--- src/irq_idle_pkg.sv ---
// constants for the interrupt and idle control block
// Function
// - eleven sources plus reset, fixed priority
// - reset vector 0000, timer 0028, powerdown 002c
// - four dedicated plus two alternate external inputs
// - configurable inputs choose edge or level
// - control register sets nesting and sensitivity
// - mask gates requests, highest unmasked wins
// - powerdown and reset are not maskable
// - mask write blocks interrupts one cycle
// - force/clear register sets or clears pending
// - status stack pushed and popped, twelve deep
// - global enable gates all, powerdown included
// - idle waits for unmasked interrupt, then resumes
// - cycle steals still granted while idle
// - slow idle divides clock by 16..128
// - slow idle wake takes up to divisor cycles
// - idle without divisor wakes in one cycle
// - powerdown by pin or force bit, edge, nonmaskable
// - powerdown exit after 400 or 4096 clocks
// - reset ends powerdown
// - acknowledge output shows powerdown entered
// - context bit picks resume or clean restart
// - reset empties stack, masks all, clears status
package irq_idle_pkg;
  localparam int NUM_SRC = 11;
  localparam int STACK_DEPTH = 12;
  localparam int CLK_MHZ = 100;
  localparam int WAKE_FAST_INPUT_CLOCK_PIN = 400;
  localparam int WAKE_XTAL_INPUT_CLOCK_PIN = 4096;
  localparam int WAKE_FAST_CYC = WAKE_FAST_INPUT_CLOCK_PIN;
  localparam int WAKE_XTAL_CYC = WAKE_XTAL_INPUT_CLOCK_PIN;
  // source index = priority order, 0 highest among maskables
  localparam int SRC_CFG = 0;
  localparam int SRC_LVL_B = 1;
  localparam int SRC_LVL_A = 2;
  localparam int SRC_SA_TX = 3;
  localparam int SRC_SA_RX = 4;
  localparam int SRC_EDGE = 5;
  localparam int SRC_BYTE_DMA_PORT = 6;
  localparam int SRC_SB_TX = 7;
  localparam int SRC_SB_RX = 8;
  localparam int SRC_TIMER = 9;
  localparam int SRC_SOFT = 10;
  localparam logic [13:0] VEC_RESET = 14'h0000;
  localparam logic [13:0] VEC_PWDN = 14'h002c;
  localparam logic [13:0] VEC_BASE = 14'h0004;
  localparam logic [10:0] MASK_RESET = 11'h000;
  localparam logic [15:0] STATUS_RESET = 16'h0000;
endpackage : irq_idle_pkg

--- src/irq_idle_ctrl.sv ---
// interrupt arbitration, idle and power-down control
`timescale 1ns/10ps
module irq_idle_ctrl #(
  parameter int WAKE_XTAL = irq_idle_pkg::WAKE_XTAL_CYC
) (
  input wire logic ref_clk,
  input wire logic sys_rst,
  input wire logic ext_int_configurable_n,
  input wire logic ext_level_int_a_n,
  input wire logic ext_level_int_b_n,
  input wire logic ext_edge_int_n,
  input wire logic serial_b_alt_rx_int_n,
  input wire logic serial_b_alt_tx_int_n,
  input wire logic serial_b_alt_mode,
  input wire logic [10:0] periph_req,
  input wire logic powerdown_request_pin_n,
  input wire logic mask_wr,
  input wire logic [10:0] mask_wdata,
  input wire logic ctrl_wr,
  input wire logic [3:0] ctrl_wdata,
  input wire logic fc_wr,
  input wire logic [11:0] fc_force,
  input wire logic [11:0] fc_clear,
  input wire logic global_int_enable_instr,
  input wire logic global_int_disable_instr,
  input wire logic int_return,
  input wire logic [15:0] status_in,
  input wire logic idle_instr,
  input wire logic [1:0] idle_div_sel,
  input wire logic idle_div_en,
  input wire logic powerdown_enter,
  input wire logic xtal_disabled,
  input wire logic powerup_context_bit,
  input wire logic [2:0] steal_req,
  output logic [2:0] steal_grant,
  output logic int_take,
  output logic [13:0] int_vector,
  output logic [15:0] status_out,
  output logic stack_empty,
  output logic stack_overflow,
  output logic [10:0] int_mask_reg,
  output logic [10:0] pending,
  output logic core_clk_en,
  output logic idling,
  output logic powerdown_ack,
  output logic context_clear
);
  typedef enum logic [3:0] {
    ST_RUN = 4'h1, ST_IDLE = 4'h2, ST_PWDN = 4'h4, ST_WAKE = 4'h8
  } mode_e;

  // first stage only feeds the second stage
  logic [6:0] meta_q, sync_q, sync_prev_q;
  logic [10:0] mask_q, edge_pend_q, lvl_now;
  logic [3:0] ctrl_q;
  logic gie_q, blk_q, pwd_pend_q;
  logic [11:0] active_q;
  localparam int STACK_DEPTH_L = irq_idle_pkg::STACK_DEPTH;
  logic [15:0] stk_q [STACK_DEPTH_L];
  logic [3:0] sp_q;
  mode_e mode_q, mode_d;
  logic [7:0] div_q, divcnt_q;
  logic [12:0] wcnt_q;
  logic [13:0] vec_q;
  logic ctx_q;

  // the wake counter is 13 bits wide
  if (WAKE_XTAL < 1 || WAKE_XTAL > 8191) begin : g_bad_wake
    $error("WAKE_XTAL out of range");
  end

  always_ff @(posedge ref_clk) begin
    meta_q <= {powerdown_request_pin_n, serial_b_alt_tx_int_n,
      serial_b_alt_rx_int_n, ext_edge_int_n, ext_level_int_a_n,
      ext_level_int_b_n, ext_int_configurable_n};
    sync_q <= meta_q;
    sync_prev_q <= sync_q;
  end

  // inputs are active low; falling edge means request
  wire [6:0] fall = sync_prev_q & ~sync_q;
  wire [6:0] low = ~sync_q;
  // ctrl: 0 cfg edge, 1 alt rx edge, 2 alt tx edge, 3 nesting
  localparam int SRC_SB_RX_L = irq_idle_pkg::SRC_SB_RX;
  localparam int SRC_SB_TX_L = irq_idle_pkg::SRC_SB_TX;
  wire sb_rx_lvl = serial_b_alt_mode ? low[4] : periph_req[SRC_SB_RX_L];
  wire sb_tx_lvl = serial_b_alt_mode ? low[5] : periph_req[SRC_SB_TX_L];

  // edge capable sources: their hardware event this cycle
  wire [10:0] edge_evt = {periph_req[10:9] & 2'h3,
    serial_b_alt_mode ? fall[4] & ctrl_q[1] : periph_req[8],
    serial_b_alt_mode ? fall[5] & ctrl_q[2] : periph_req[7],
    periph_req[6], fall[3], periph_req[4:3],
    1'b0, 1'b0, fall[0] & ctrl_q[0]};
  wire [10:0] lvl_mask = {2'h0,
    serial_b_alt_mode & ~ctrl_q[1], serial_b_alt_mode & ~ctrl_q[2],
    4'h0, 2'h3, ~ctrl_q[0]};
  assign lvl_now = {2'h0, sb_rx_lvl, sb_tx_lvl, 4'h0, low[2], low[1],
    low[0]} & lvl_mask;
  wire [10:0] edge_evt_fix = {edge_evt[10:9], edge_evt[8], edge_evt[7],
    edge_evt[6:0]} & ~lvl_mask;

  wire [10:0] req = (edge_pend_q | lvl_now) & mask_q;
  wire [11:0] prio_req = {req, pwd_pend_q}; // bit 0 powerdown, nonmaskable
  function automatic logic [3:0] first_set(input logic [11:0] v);
    first_set = 4'hf;
    for (int i = 11; i >= 0; i--) if (v[i]) first_set = 4'(i);
  endfunction : first_set
  wire [3:0] win = first_set(prio_req);
  // nesting only preempts strictly higher priority than anything active
  wire [3:0] act_top = first_set(active_q);
  wire allowed = ctrl_q[3] ? (win < act_top) : (active_q == 12'h000);
  wire can_take = gie_q && !blk_q && win != 4'hf && allowed &&
    (mode_q == ST_RUN || mode_q == ST_WAKE);
  wire [13:0] win_vec = (win == 4'h0) ? irq_idle_pkg::VEC_PWDN :
    14'(irq_idle_pkg::VEC_BASE + {8'h00, win - 4'h1, 2'h0});
  wire full = sp_q == 4'(STACK_DEPTH_L);
  wire div_done = (divcnt_q == 8'h00);

  always_ff @(posedge ref_clk) begin
    if (sys_rst) begin
      mask_q <= irq_idle_pkg::MASK_RESET;
      ctrl_q <= 4'h0;
      gie_q <= 1'b1;
      blk_q <= 1'b0;
    end else begin
      if (mask_wr) mask_q <= mask_wdata;
      if (ctrl_wr) ctrl_q <= ctrl_wdata;
      blk_q <= mask_wr;
      if (global_int_disable_instr) gie_q <= 1'b0;
      else if (global_int_enable_instr) gie_q <= 1'b1;
    end
  end

  // set wins over clear for every pending flag
  always_ff @(posedge ref_clk) begin
    if (sys_rst) begin
      edge_pend_q <= 11'h000;
      pwd_pend_q <= 1'b0;
    end else begin
      for (int i = 0; i < 11; i++) begin
        if (edge_evt_fix[i] || (fc_wr && fc_force[i+1]))
          edge_pend_q[i] <= 1'b1;
        else if ((fc_wr && fc_clear[i+1]) ||
                 (can_take && win == 4'(i + 1)))
          edge_pend_q[i] <= 1'b0;
      end
      if (fall[6] || (fc_wr && fc_force[0]))
        pwd_pend_q <= 1'b1;
      else if ((fc_wr && fc_clear[0]) || (can_take && win == 4'h0))
        pwd_pend_q <= 1'b0;
    end
  end

  always_ff @(posedge ref_clk) begin
    if (sys_rst) begin
      sp_q <= 4'h0;
      active_q <= 12'h000;
      stack_overflow <= 1'b0;
    end else if (can_take) begin
      if (full) stack_overflow <= 1'b1;
      else sp_q <= sp_q + 4'h1;
      active_q[win] <= 1'b1;
    end else if (int_return && sp_q != 4'h0) begin
      sp_q <= sp_q - 4'h1;
      active_q[act_top] <= 1'b0;
    end
  end

  always_ff @(posedge ref_clk) begin
    if (can_take && !full) stk_q[sp_q] <= status_in;
  end

  always_comb begin
    mode_d = mode_q;
    case (mode_q)
      ST_RUN: begin
        if (powerdown_enter) mode_d = ST_PWDN;
        else if (idle_instr) mode_d = ST_IDLE;
      end
      ST_IDLE: if (win != 4'hf && gie_q && div_done) mode_d = ST_RUN;
      ST_PWDN: if (fall[6] == 1'b0 && low[6]) mode_d = ST_WAKE;
      ST_WAKE: if (wcnt_q == 13'h0000) mode_d = ST_RUN;
      default: mode_d = ST_RUN;
    endcase
  end

  always_ff @(posedge ref_clk) begin
    if (sys_rst) begin
      mode_q <= ST_RUN;
      div_q <= 8'h00;
      divcnt_q <= 8'h00;
      wcnt_q <= 13'h0000;
      ctx_q <= 1'b0;
      vec_q <= irq_idle_pkg::VEC_RESET;
      int_take <= 1'b0;
      status_out <= irq_idle_pkg::STATUS_RESET;
    end else begin
      mode_q <= mode_d;
      int_take <= can_take;
      if (can_take) vec_q <= win_vec;
      if (int_return && sp_q != 4'h0) status_out <= stk_q[sp_q - 4'h1];
      if (mode_q == ST_RUN && idle_instr) begin
        div_q <= idle_div_en ? (8'h10 << idle_div_sel) : 8'h00;
        divcnt_q <= 8'h00;
      end else if (mode_q == ST_IDLE && div_q != 8'h00)
        divcnt_q <= (divcnt_q == div_q - 8'h01) ? 8'h00 : divcnt_q + 8'h01;
      if (mode_q == ST_RUN && powerdown_enter)
        ctx_q <= powerup_context_bit;
      if (mode_q == ST_PWDN)
        wcnt_q <= xtal_disabled ? 13'(WAKE_XTAL - 1) :
          13'(irq_idle_pkg::WAKE_FAST_CYC - 1);
      else if (wcnt_q != 13'h0000)
        wcnt_q <= wcnt_q - 13'h0001;
    end
  end

  // the slow clock also gates the wake check: up to div cycles late
  assign core_clk_en = (mode_q == ST_RUN) ||
    (mode_q == ST_IDLE && div_q != 8'h00 && div_done);
  assign idling = (mode_q == ST_IDLE);
  assign steal_grant = (mode_q == ST_PWDN) ? 3'h0 : steal_req;
  assign powerdown_ack = (mode_q == ST_PWDN);
  assign context_clear = ctx_q && (mode_q == ST_WAKE);
  assign int_vector = vec_q;
  assign stack_empty = (sp_q == 4'h0);
  assign int_mask_reg = mask_q;
  assign pending = edge_pend_q | lvl_now;

  property p_mask_block;
    @(posedge ref_clk) disable iff (sys_rst) mask_wr |=> !can_take;
  endproperty
  a_mask_block: assert property (p_mask_block) else $error("take after mask write");
  property p_gie;
    @(posedge ref_clk) disable iff (sys_rst) !gie_q |=> !int_take;
  endproperty
  a_gie: assert property (p_gie) else $error("take while disabled");
  property p_masked;
    @(posedge ref_clk) disable iff (sys_rst)
      can_take && win != 4'h0 |-> mask_q[win - 4'h1];
  endproperty
  a_masked: assert property (p_masked) else $error("masked taken");
  property p_ack;
    @(posedge ref_clk) disable iff (sys_rst)
      mode_q == ST_RUN && powerdown_enter |=> powerdown_ack;
  endproperty
  a_ack: assert property (p_ack) else $error("no powerdown ack");
  property p_reset_mask;
    @(posedge ref_clk) sys_rst |=> mask_q == 11'h000 && sp_q == 4'h0;
  endproperty
  a_reset_mask: assert property (p_reset_mask) else $error("reset state");
  property p_pwd_vec;
    @(posedge ref_clk) disable iff (sys_rst)
      can_take && win == 4'h0 |=> int_vector == 14'h002c;
  endproperty
  a_pwd_vec: assert property (p_pwd_vec) else $error("bad pd vector");
  property p_stack;
    @(posedge ref_clk) disable iff (sys_rst) sp_q <= 4'hc;
  endproperty
  a_stack: assert property (p_stack) else $error("stack too deep");
  property p_wake;
    @(posedge ref_clk) disable iff (sys_rst)
      mode_q == ST_PWDN && !xtal_disabled ##1 mode_q == ST_WAKE |->
      ##[1:400] mode_q == ST_RUN;
  endproperty
  a_wake: assert property (p_wake) else $error("slow wake");

  // pending flags: set by the pin or force, cleared by take or clear
  property p_edge_set;
    @(posedge ref_clk) disable iff (sys_rst)
      fall[3] |=> edge_pend_q[irq_idle_pkg::SRC_EDGE];
  endproperty
  a_edge_set: assert property (p_edge_set) else $error("edge lost");
  property p_edge_hold;
    @(posedge ref_clk) disable iff (sys_rst)
      edge_pend_q[5] && !fc_wr && !(can_take && win == 4'h6) |=>
      edge_pend_q[5];
  endproperty
  a_edge_hold: assert property (p_edge_hold) else $error("edge dropped");
  property p_force_pwd;
    @(posedge ref_clk) disable iff (sys_rst)
      fc_wr && fc_force[0] |=> pwd_pend_q;
  endproperty
  a_force_pwd: assert property (p_force_pwd) else $error("force lost");
  property p_clear_edge;
    @(posedge ref_clk) disable iff (sys_rst)
      fc_wr && fc_clear[6] && !fc_force[6] && !fall[3] |=> !edge_pend_q[5];
  endproperty
  a_clear_edge: assert property (p_clear_edge) else $error("clear lost");
  property p_pwd_first;
    @(posedge ref_clk) disable iff (sys_rst)
      pwd_pend_q && can_take |-> win == 4'h0;
  endproperty
  a_pwd_first: assert property (p_pwd_first) else $error("pd not first");
  property p_level_b;
    @(posedge ref_clk) disable iff (sys_rst)
      !sync_q[1] |-> pending[irq_idle_pkg::SRC_LVL_B];
  endproperty
  a_level_b: assert property (p_level_b) else $error("level missed");

  // modes: idle, slow idle, wake and power-down
  property p_idle_hold;
    @(posedge ref_clk) disable iff (sys_rst)
      mode_q == ST_IDLE |-> !can_take;
  endproperty
  a_idle_hold: assert property (p_idle_hold) else $error("take in idle");
  property p_idle_fast;
    @(posedge ref_clk) disable iff (sys_rst)
      mode_q == ST_IDLE && div_q == 8'h00 && win != 4'hf && gie_q |=>
      mode_q == ST_RUN;
  endproperty
  a_idle_fast: assert property (p_idle_fast) else $error("slow idle exit");
  property p_div_range;
    @(posedge ref_clk) disable iff (sys_rst)
      mode_q == ST_IDLE && div_q != 8'h00 |-> divcnt_q < div_q;
  endproperty
  a_div_range: assert property (p_div_range) else $error("divider wrap");
  property p_steal;
    @(posedge ref_clk) disable iff (sys_rst)
      mode_q != ST_PWDN |-> steal_grant == steal_req;
  endproperty
  a_steal: assert property (p_steal) else $error("steal refused");
  property p_pd_ack_rst;
    @(posedge ref_clk) sys_rst |=> !powerdown_ack;
  endproperty
  a_pd_ack_rst: assert property (p_pd_ack_rst) else $error("pd kept");
  property p_wake_clk;
    @(posedge ref_clk) disable iff (sys_rst)
      mode_q == ST_WAKE || mode_q == ST_PWDN |-> !core_clk_en;
  endproperty
  a_wake_clk: assert property (p_wake_clk) else $error("clock early");
  property p_ctx_run;
    @(posedge ref_clk) disable iff (sys_rst)
      mode_q == ST_RUN |-> !context_clear;
  endproperty
  a_ctx_run: assert property (p_ctx_run) else $error("stray clear");

  // stack and sequencing
  property p_seq;
    @(posedge ref_clk) disable iff (sys_rst)
      !ctrl_q[3] && active_q != 12'h000 |-> !can_take;
  endproperty
  a_seq: assert property (p_seq) else $error("nested while off");
  property p_pop;
    @(posedge ref_clk) disable iff (sys_rst)
      int_return && sp_q != 4'h0 && !can_take |=> sp_q == $past(sp_q) - 4'h1;
  endproperty
  a_pop: assert property (p_pop) else $error("pop lost");
  c_take: cover property (@(posedge ref_clk) int_take);
  c_slow: cover property (@(posedge ref_clk) idling && div_q != 8'h00);
  c_wake: cover property (@(posedge ref_clk) context_clear);
  c_idle: cover property (@(posedge ref_clk) idling ##1 !idling);
  c_pwdn: cover property (@(posedge ref_clk) powerdown_ack);
endmodule : irq_idle_ctrl

--- config.mk ---
export PLATFORM = sky130hd
export DESIGN_NAME = irq_idle_ctrl
export DESIGN_NICKNAME = d
export VERILOG_FILES = /design/src/irq_idle_pkg.sv /design/src/irq_idle_ctrl.sv
export SDC_FILE = /design/constraint.sdc
export NUM_CORES = 1
export LEC_CHECK = 0
export BUFFER_PORTS_ARGS = -buffer_cell sky130_fd_sc_hd__buf_2
export CAP_MARGIN = 20
export CORE_MARGIN = 2
export CORE_UTILIZATION = 63
export CTS_CLUSTER_DIAMETER = 120
export DETAILED_ROUTE_END_ITERATION = 8
export PLACE_DENSITY = 0.82
export SLEW_MARGIN = 20
export SYNTH_ARGS = -nofsm -noshare
export SYNTH_HDL_FRONTEND = slang
export SYNTH_SLANG_ARGS = --single-unit
--- constraint.sdc ---
create_clock -name ref_clk -period 7.79 [get_ports ref_clk]
set_input_delay 0.779 -clock ref_clk [delete_from_list [all_inputs] [get_ports ref_clk]]
set_output_delay 0.779 -clock ref_clk [all_outputs]
set_load 0.01 [all_outputs]
==> results.md <==
* Leakage at between 5 and 6 nW
* Pwr Density at between 300 and 400 nW/um^2
* Pre-antenna DRT Iters at 5
* Max frequency at between 200 and 250 MHz
* Max H-tree Level at 1
* Yosys warns at 0
* Tot GR Track Use at 0.263
* CP Data Arrival Time at 4.80 ns
* Peak supply drop at approximately 0.26 mV
* Post-synth top area cell: edfxtp_1
* P&R area growth vs syn at 14.6%
* Finished Layout Cells at around 1.4k
* Post-synthesis cell count at 938
* Biggest register: stk_q
* Finished Core Util at 0.732
* Initial antenna violation count at 1
* Clk_skew at between 0.02 and 0.025 ns
* Cells on worst reg2reg path at 9
* Status: complete, no violations
* Die Ht at 147 um
* Final net count at between 1k and 1.5k
* Critical setup path kind: register to register
* # setup viols final at 0
* Initial Utilization at 0.639
* Clock latency on the worst-skew pair at about 0.58 ns
* Num Clock Sinks at between 300 and 400
* Largest net degree at the start of global routing at between 90 and 100
* Hold Crit Depth at 1
* CTS Buffer Depth at 3
* PortBufs at 140
* CP Capture Type: register
* Top-count cell post-synth: edfxtp_1
* TritonCTS clock tree: done
* Post-synth EDFFs at roughly 190
* Async set-reset flop share out of synthesis at 0
* DR vias at between 8k and 9k
* Unrepaired setup endpoints after global routing: false
* Max reg flops at roughly 190
* Synth Cell Area at roughly 13000 sq um
* First-pass GRT wire length at 44100 um
* CP required at approximately 8 ns
* Final min period at about 4.6 ns
* Hold buffers post-CTS at 0
* #FFs+latches synth at 309
* CP Launch Type: register
* Post-Place Cells at ~1.3k
* Crit-path max FO at 16
* DRC viols at 0
* Post-DRT Antenna Nets at 0
* Post-synth cell types at 76
* Post-synth top cells: edfxtp_1, dfxtp_1, nor2_1
* Mean Syn Cell Area at 13.7 sq um
* Top Registers: stk_q: 192 flops, status_out: 16 flops, wcnt_q: 13 flops
* Post-CTS Setup Bufs at 0
* Number of global-route vias before repair at a little over 8k
* Final Cycle Share at 0.593
* CTS root buf: clkbuf_16
* # rows at 52
* Dominant synthesized flop cell: edfxtp_1
* Post-synthesis sequential area ratio at 0.631
* Hpwl dp at around 17000 um
* Clk pin slew, worst setup/hold paths at roughly 0.060 ns
* Core area at a little over 20000 sq um
* Post-Route WL at around 29000 um
* Filler Cell Count at 1288
* Final hold violation count at 0
* Die area at about 22000 sq um
* Max_cap viols at 0
* Routed len/inst at around 21 um
* Top Ports at ~150
* Pins Over Slew Limit at 0
* DR vias/cell at between 6 and 7
* Post-CTS sizing at 0
* Worst Hold Class: input pin to register
* Gr ovfl total at 0
* Die W at 147 um
* Initial DRC count at about 600
* Synth top area share at 0.449
* Layout cells sized above 1 at 0.250
* RD Place Congestion at ~0.9
* Worst slew pin tran at 1.16 ns
* Ranking of synthesized cells by area: edfxtp_1, dfxtp_1, mux4_2
* Slew headroom at 0.225
* Setup TNS at 0 ns
* Clock buffer count from CTS at 31
==> power by group <==
| group | leakage (nW) | internal (W) | switching, W |
|---|---|---|---|
| Sequential | 2.69 | 0.00189 | 0.000113 |
| Combinational | 2.27 | 0.000664 | 0.000843 |
| Clock | 0.505 | 0.000861 | 0.000614 |
| Total | 5.47 | 0.00342 | 0.00157 |
==> per-stage QoR <==
stage | hold slack (ns) | worst slack [ns] | instance area [sq um] | total power, W
finish | 0.318 | 3.17 | 14700 | 0.00499
global route | 0.305 | 2.90 | 14700 | 0.00522
CTS | 0.306 | 3.19 | 14700 | 0.00499
detailed placement | 0.312 | 2.72 | 13700 | 0.00350
global placement | 0.311 | 2.91 | 13700 | 0.00346
floorplan | 0.310 | 3.83 | 12900 | 0.00312
==> cell families (layout without fill, tap and decap cells) <==
logic type,Yosys count,after routing,synth area share
buffers and inverters,85,231,0.0314
other,1,10,0.000292
flip-flops,309,309,0.631
XOR/XNOR,27,27,0.0184
AO/OA/AOI/OAI,164,164,0.0908
AND/OR/NAND/NOR,252,252,0.100
multiplexers,84,84,0.112
adder cells (fa/ha/maj),16,16,0.0156
==> placed cells by master (no fill, tap or decap), types with 6 or more instances in the layout <==
cell and count:
xor2_1 12, and3_1 9, buf_4 6, ha_1 15
nand4_1 12, mux2i_1 34, conb_1 9, clkbuf_1 8
nor2_1 87, a221oi_1 6, dfxtp_1 116, clkbuf_16 31
buf_2 139, a21oi_1 57, xnor2_1 13, clkinv_2 9
edfxtp_1 192, inv_1 27, mux4_2 48, and2_1 14
o21ai_0 14, nand2_1 50, a311oi_1 7, a211oi_1 23
nand3_1 9, nor2b_1 6, nor3_1 21
==> path summary, 6_finish.rpt <==
check                              from  slack, ns           end
setup / recovery         edge_pend_q[0]       3.17  stk_q[7][11]
hold reg to reg               meta_q[0]       0.32     sync_q[0]
hold / removal    serial_b_alt_rx_int_n       0.32     meta_q[4]
setup reg to reg         edge_pend_q[0]       3.17  stk_q[7][11]
==> critical path, stage by stage (launching register included) <==
cell and delay (ns):
dfxtp_1 0.32, o21bai_1 0.26, a21oi_2 0.26, nand2_1 0.28
nor2_1 0.59, ha_1 0.37, a311oi_2 0.48, nand2_2 0.29
nor3b_1 0.46, and2_1 0.90
==> routing by layer <==
layer,share of wire,track usage
met3,0.069,0.0447
met2,0.51,0.462
met4,0.026,0.0816
met5,0.00046,0
met1,0.40,0.339
==> area by class of cell <==
class / count / area, sq um / share of cell area
multi-input combinational: 552 / 4390 / 0.298
antenna: 1 / 2.50 / 0.000170
tap: 270 / 338 / 0.0229
timing repair buffer: 146 / 768 / 0.0522
inverter: 27 / 101 / 0.00688
sequential: 309 / 8110 / 0.551
clock inverter: 16 / 166 / 0.0113
clock buffer: 42 / 847 / 0.0575
Note: power is estimated with default switching activity, not from simulation.
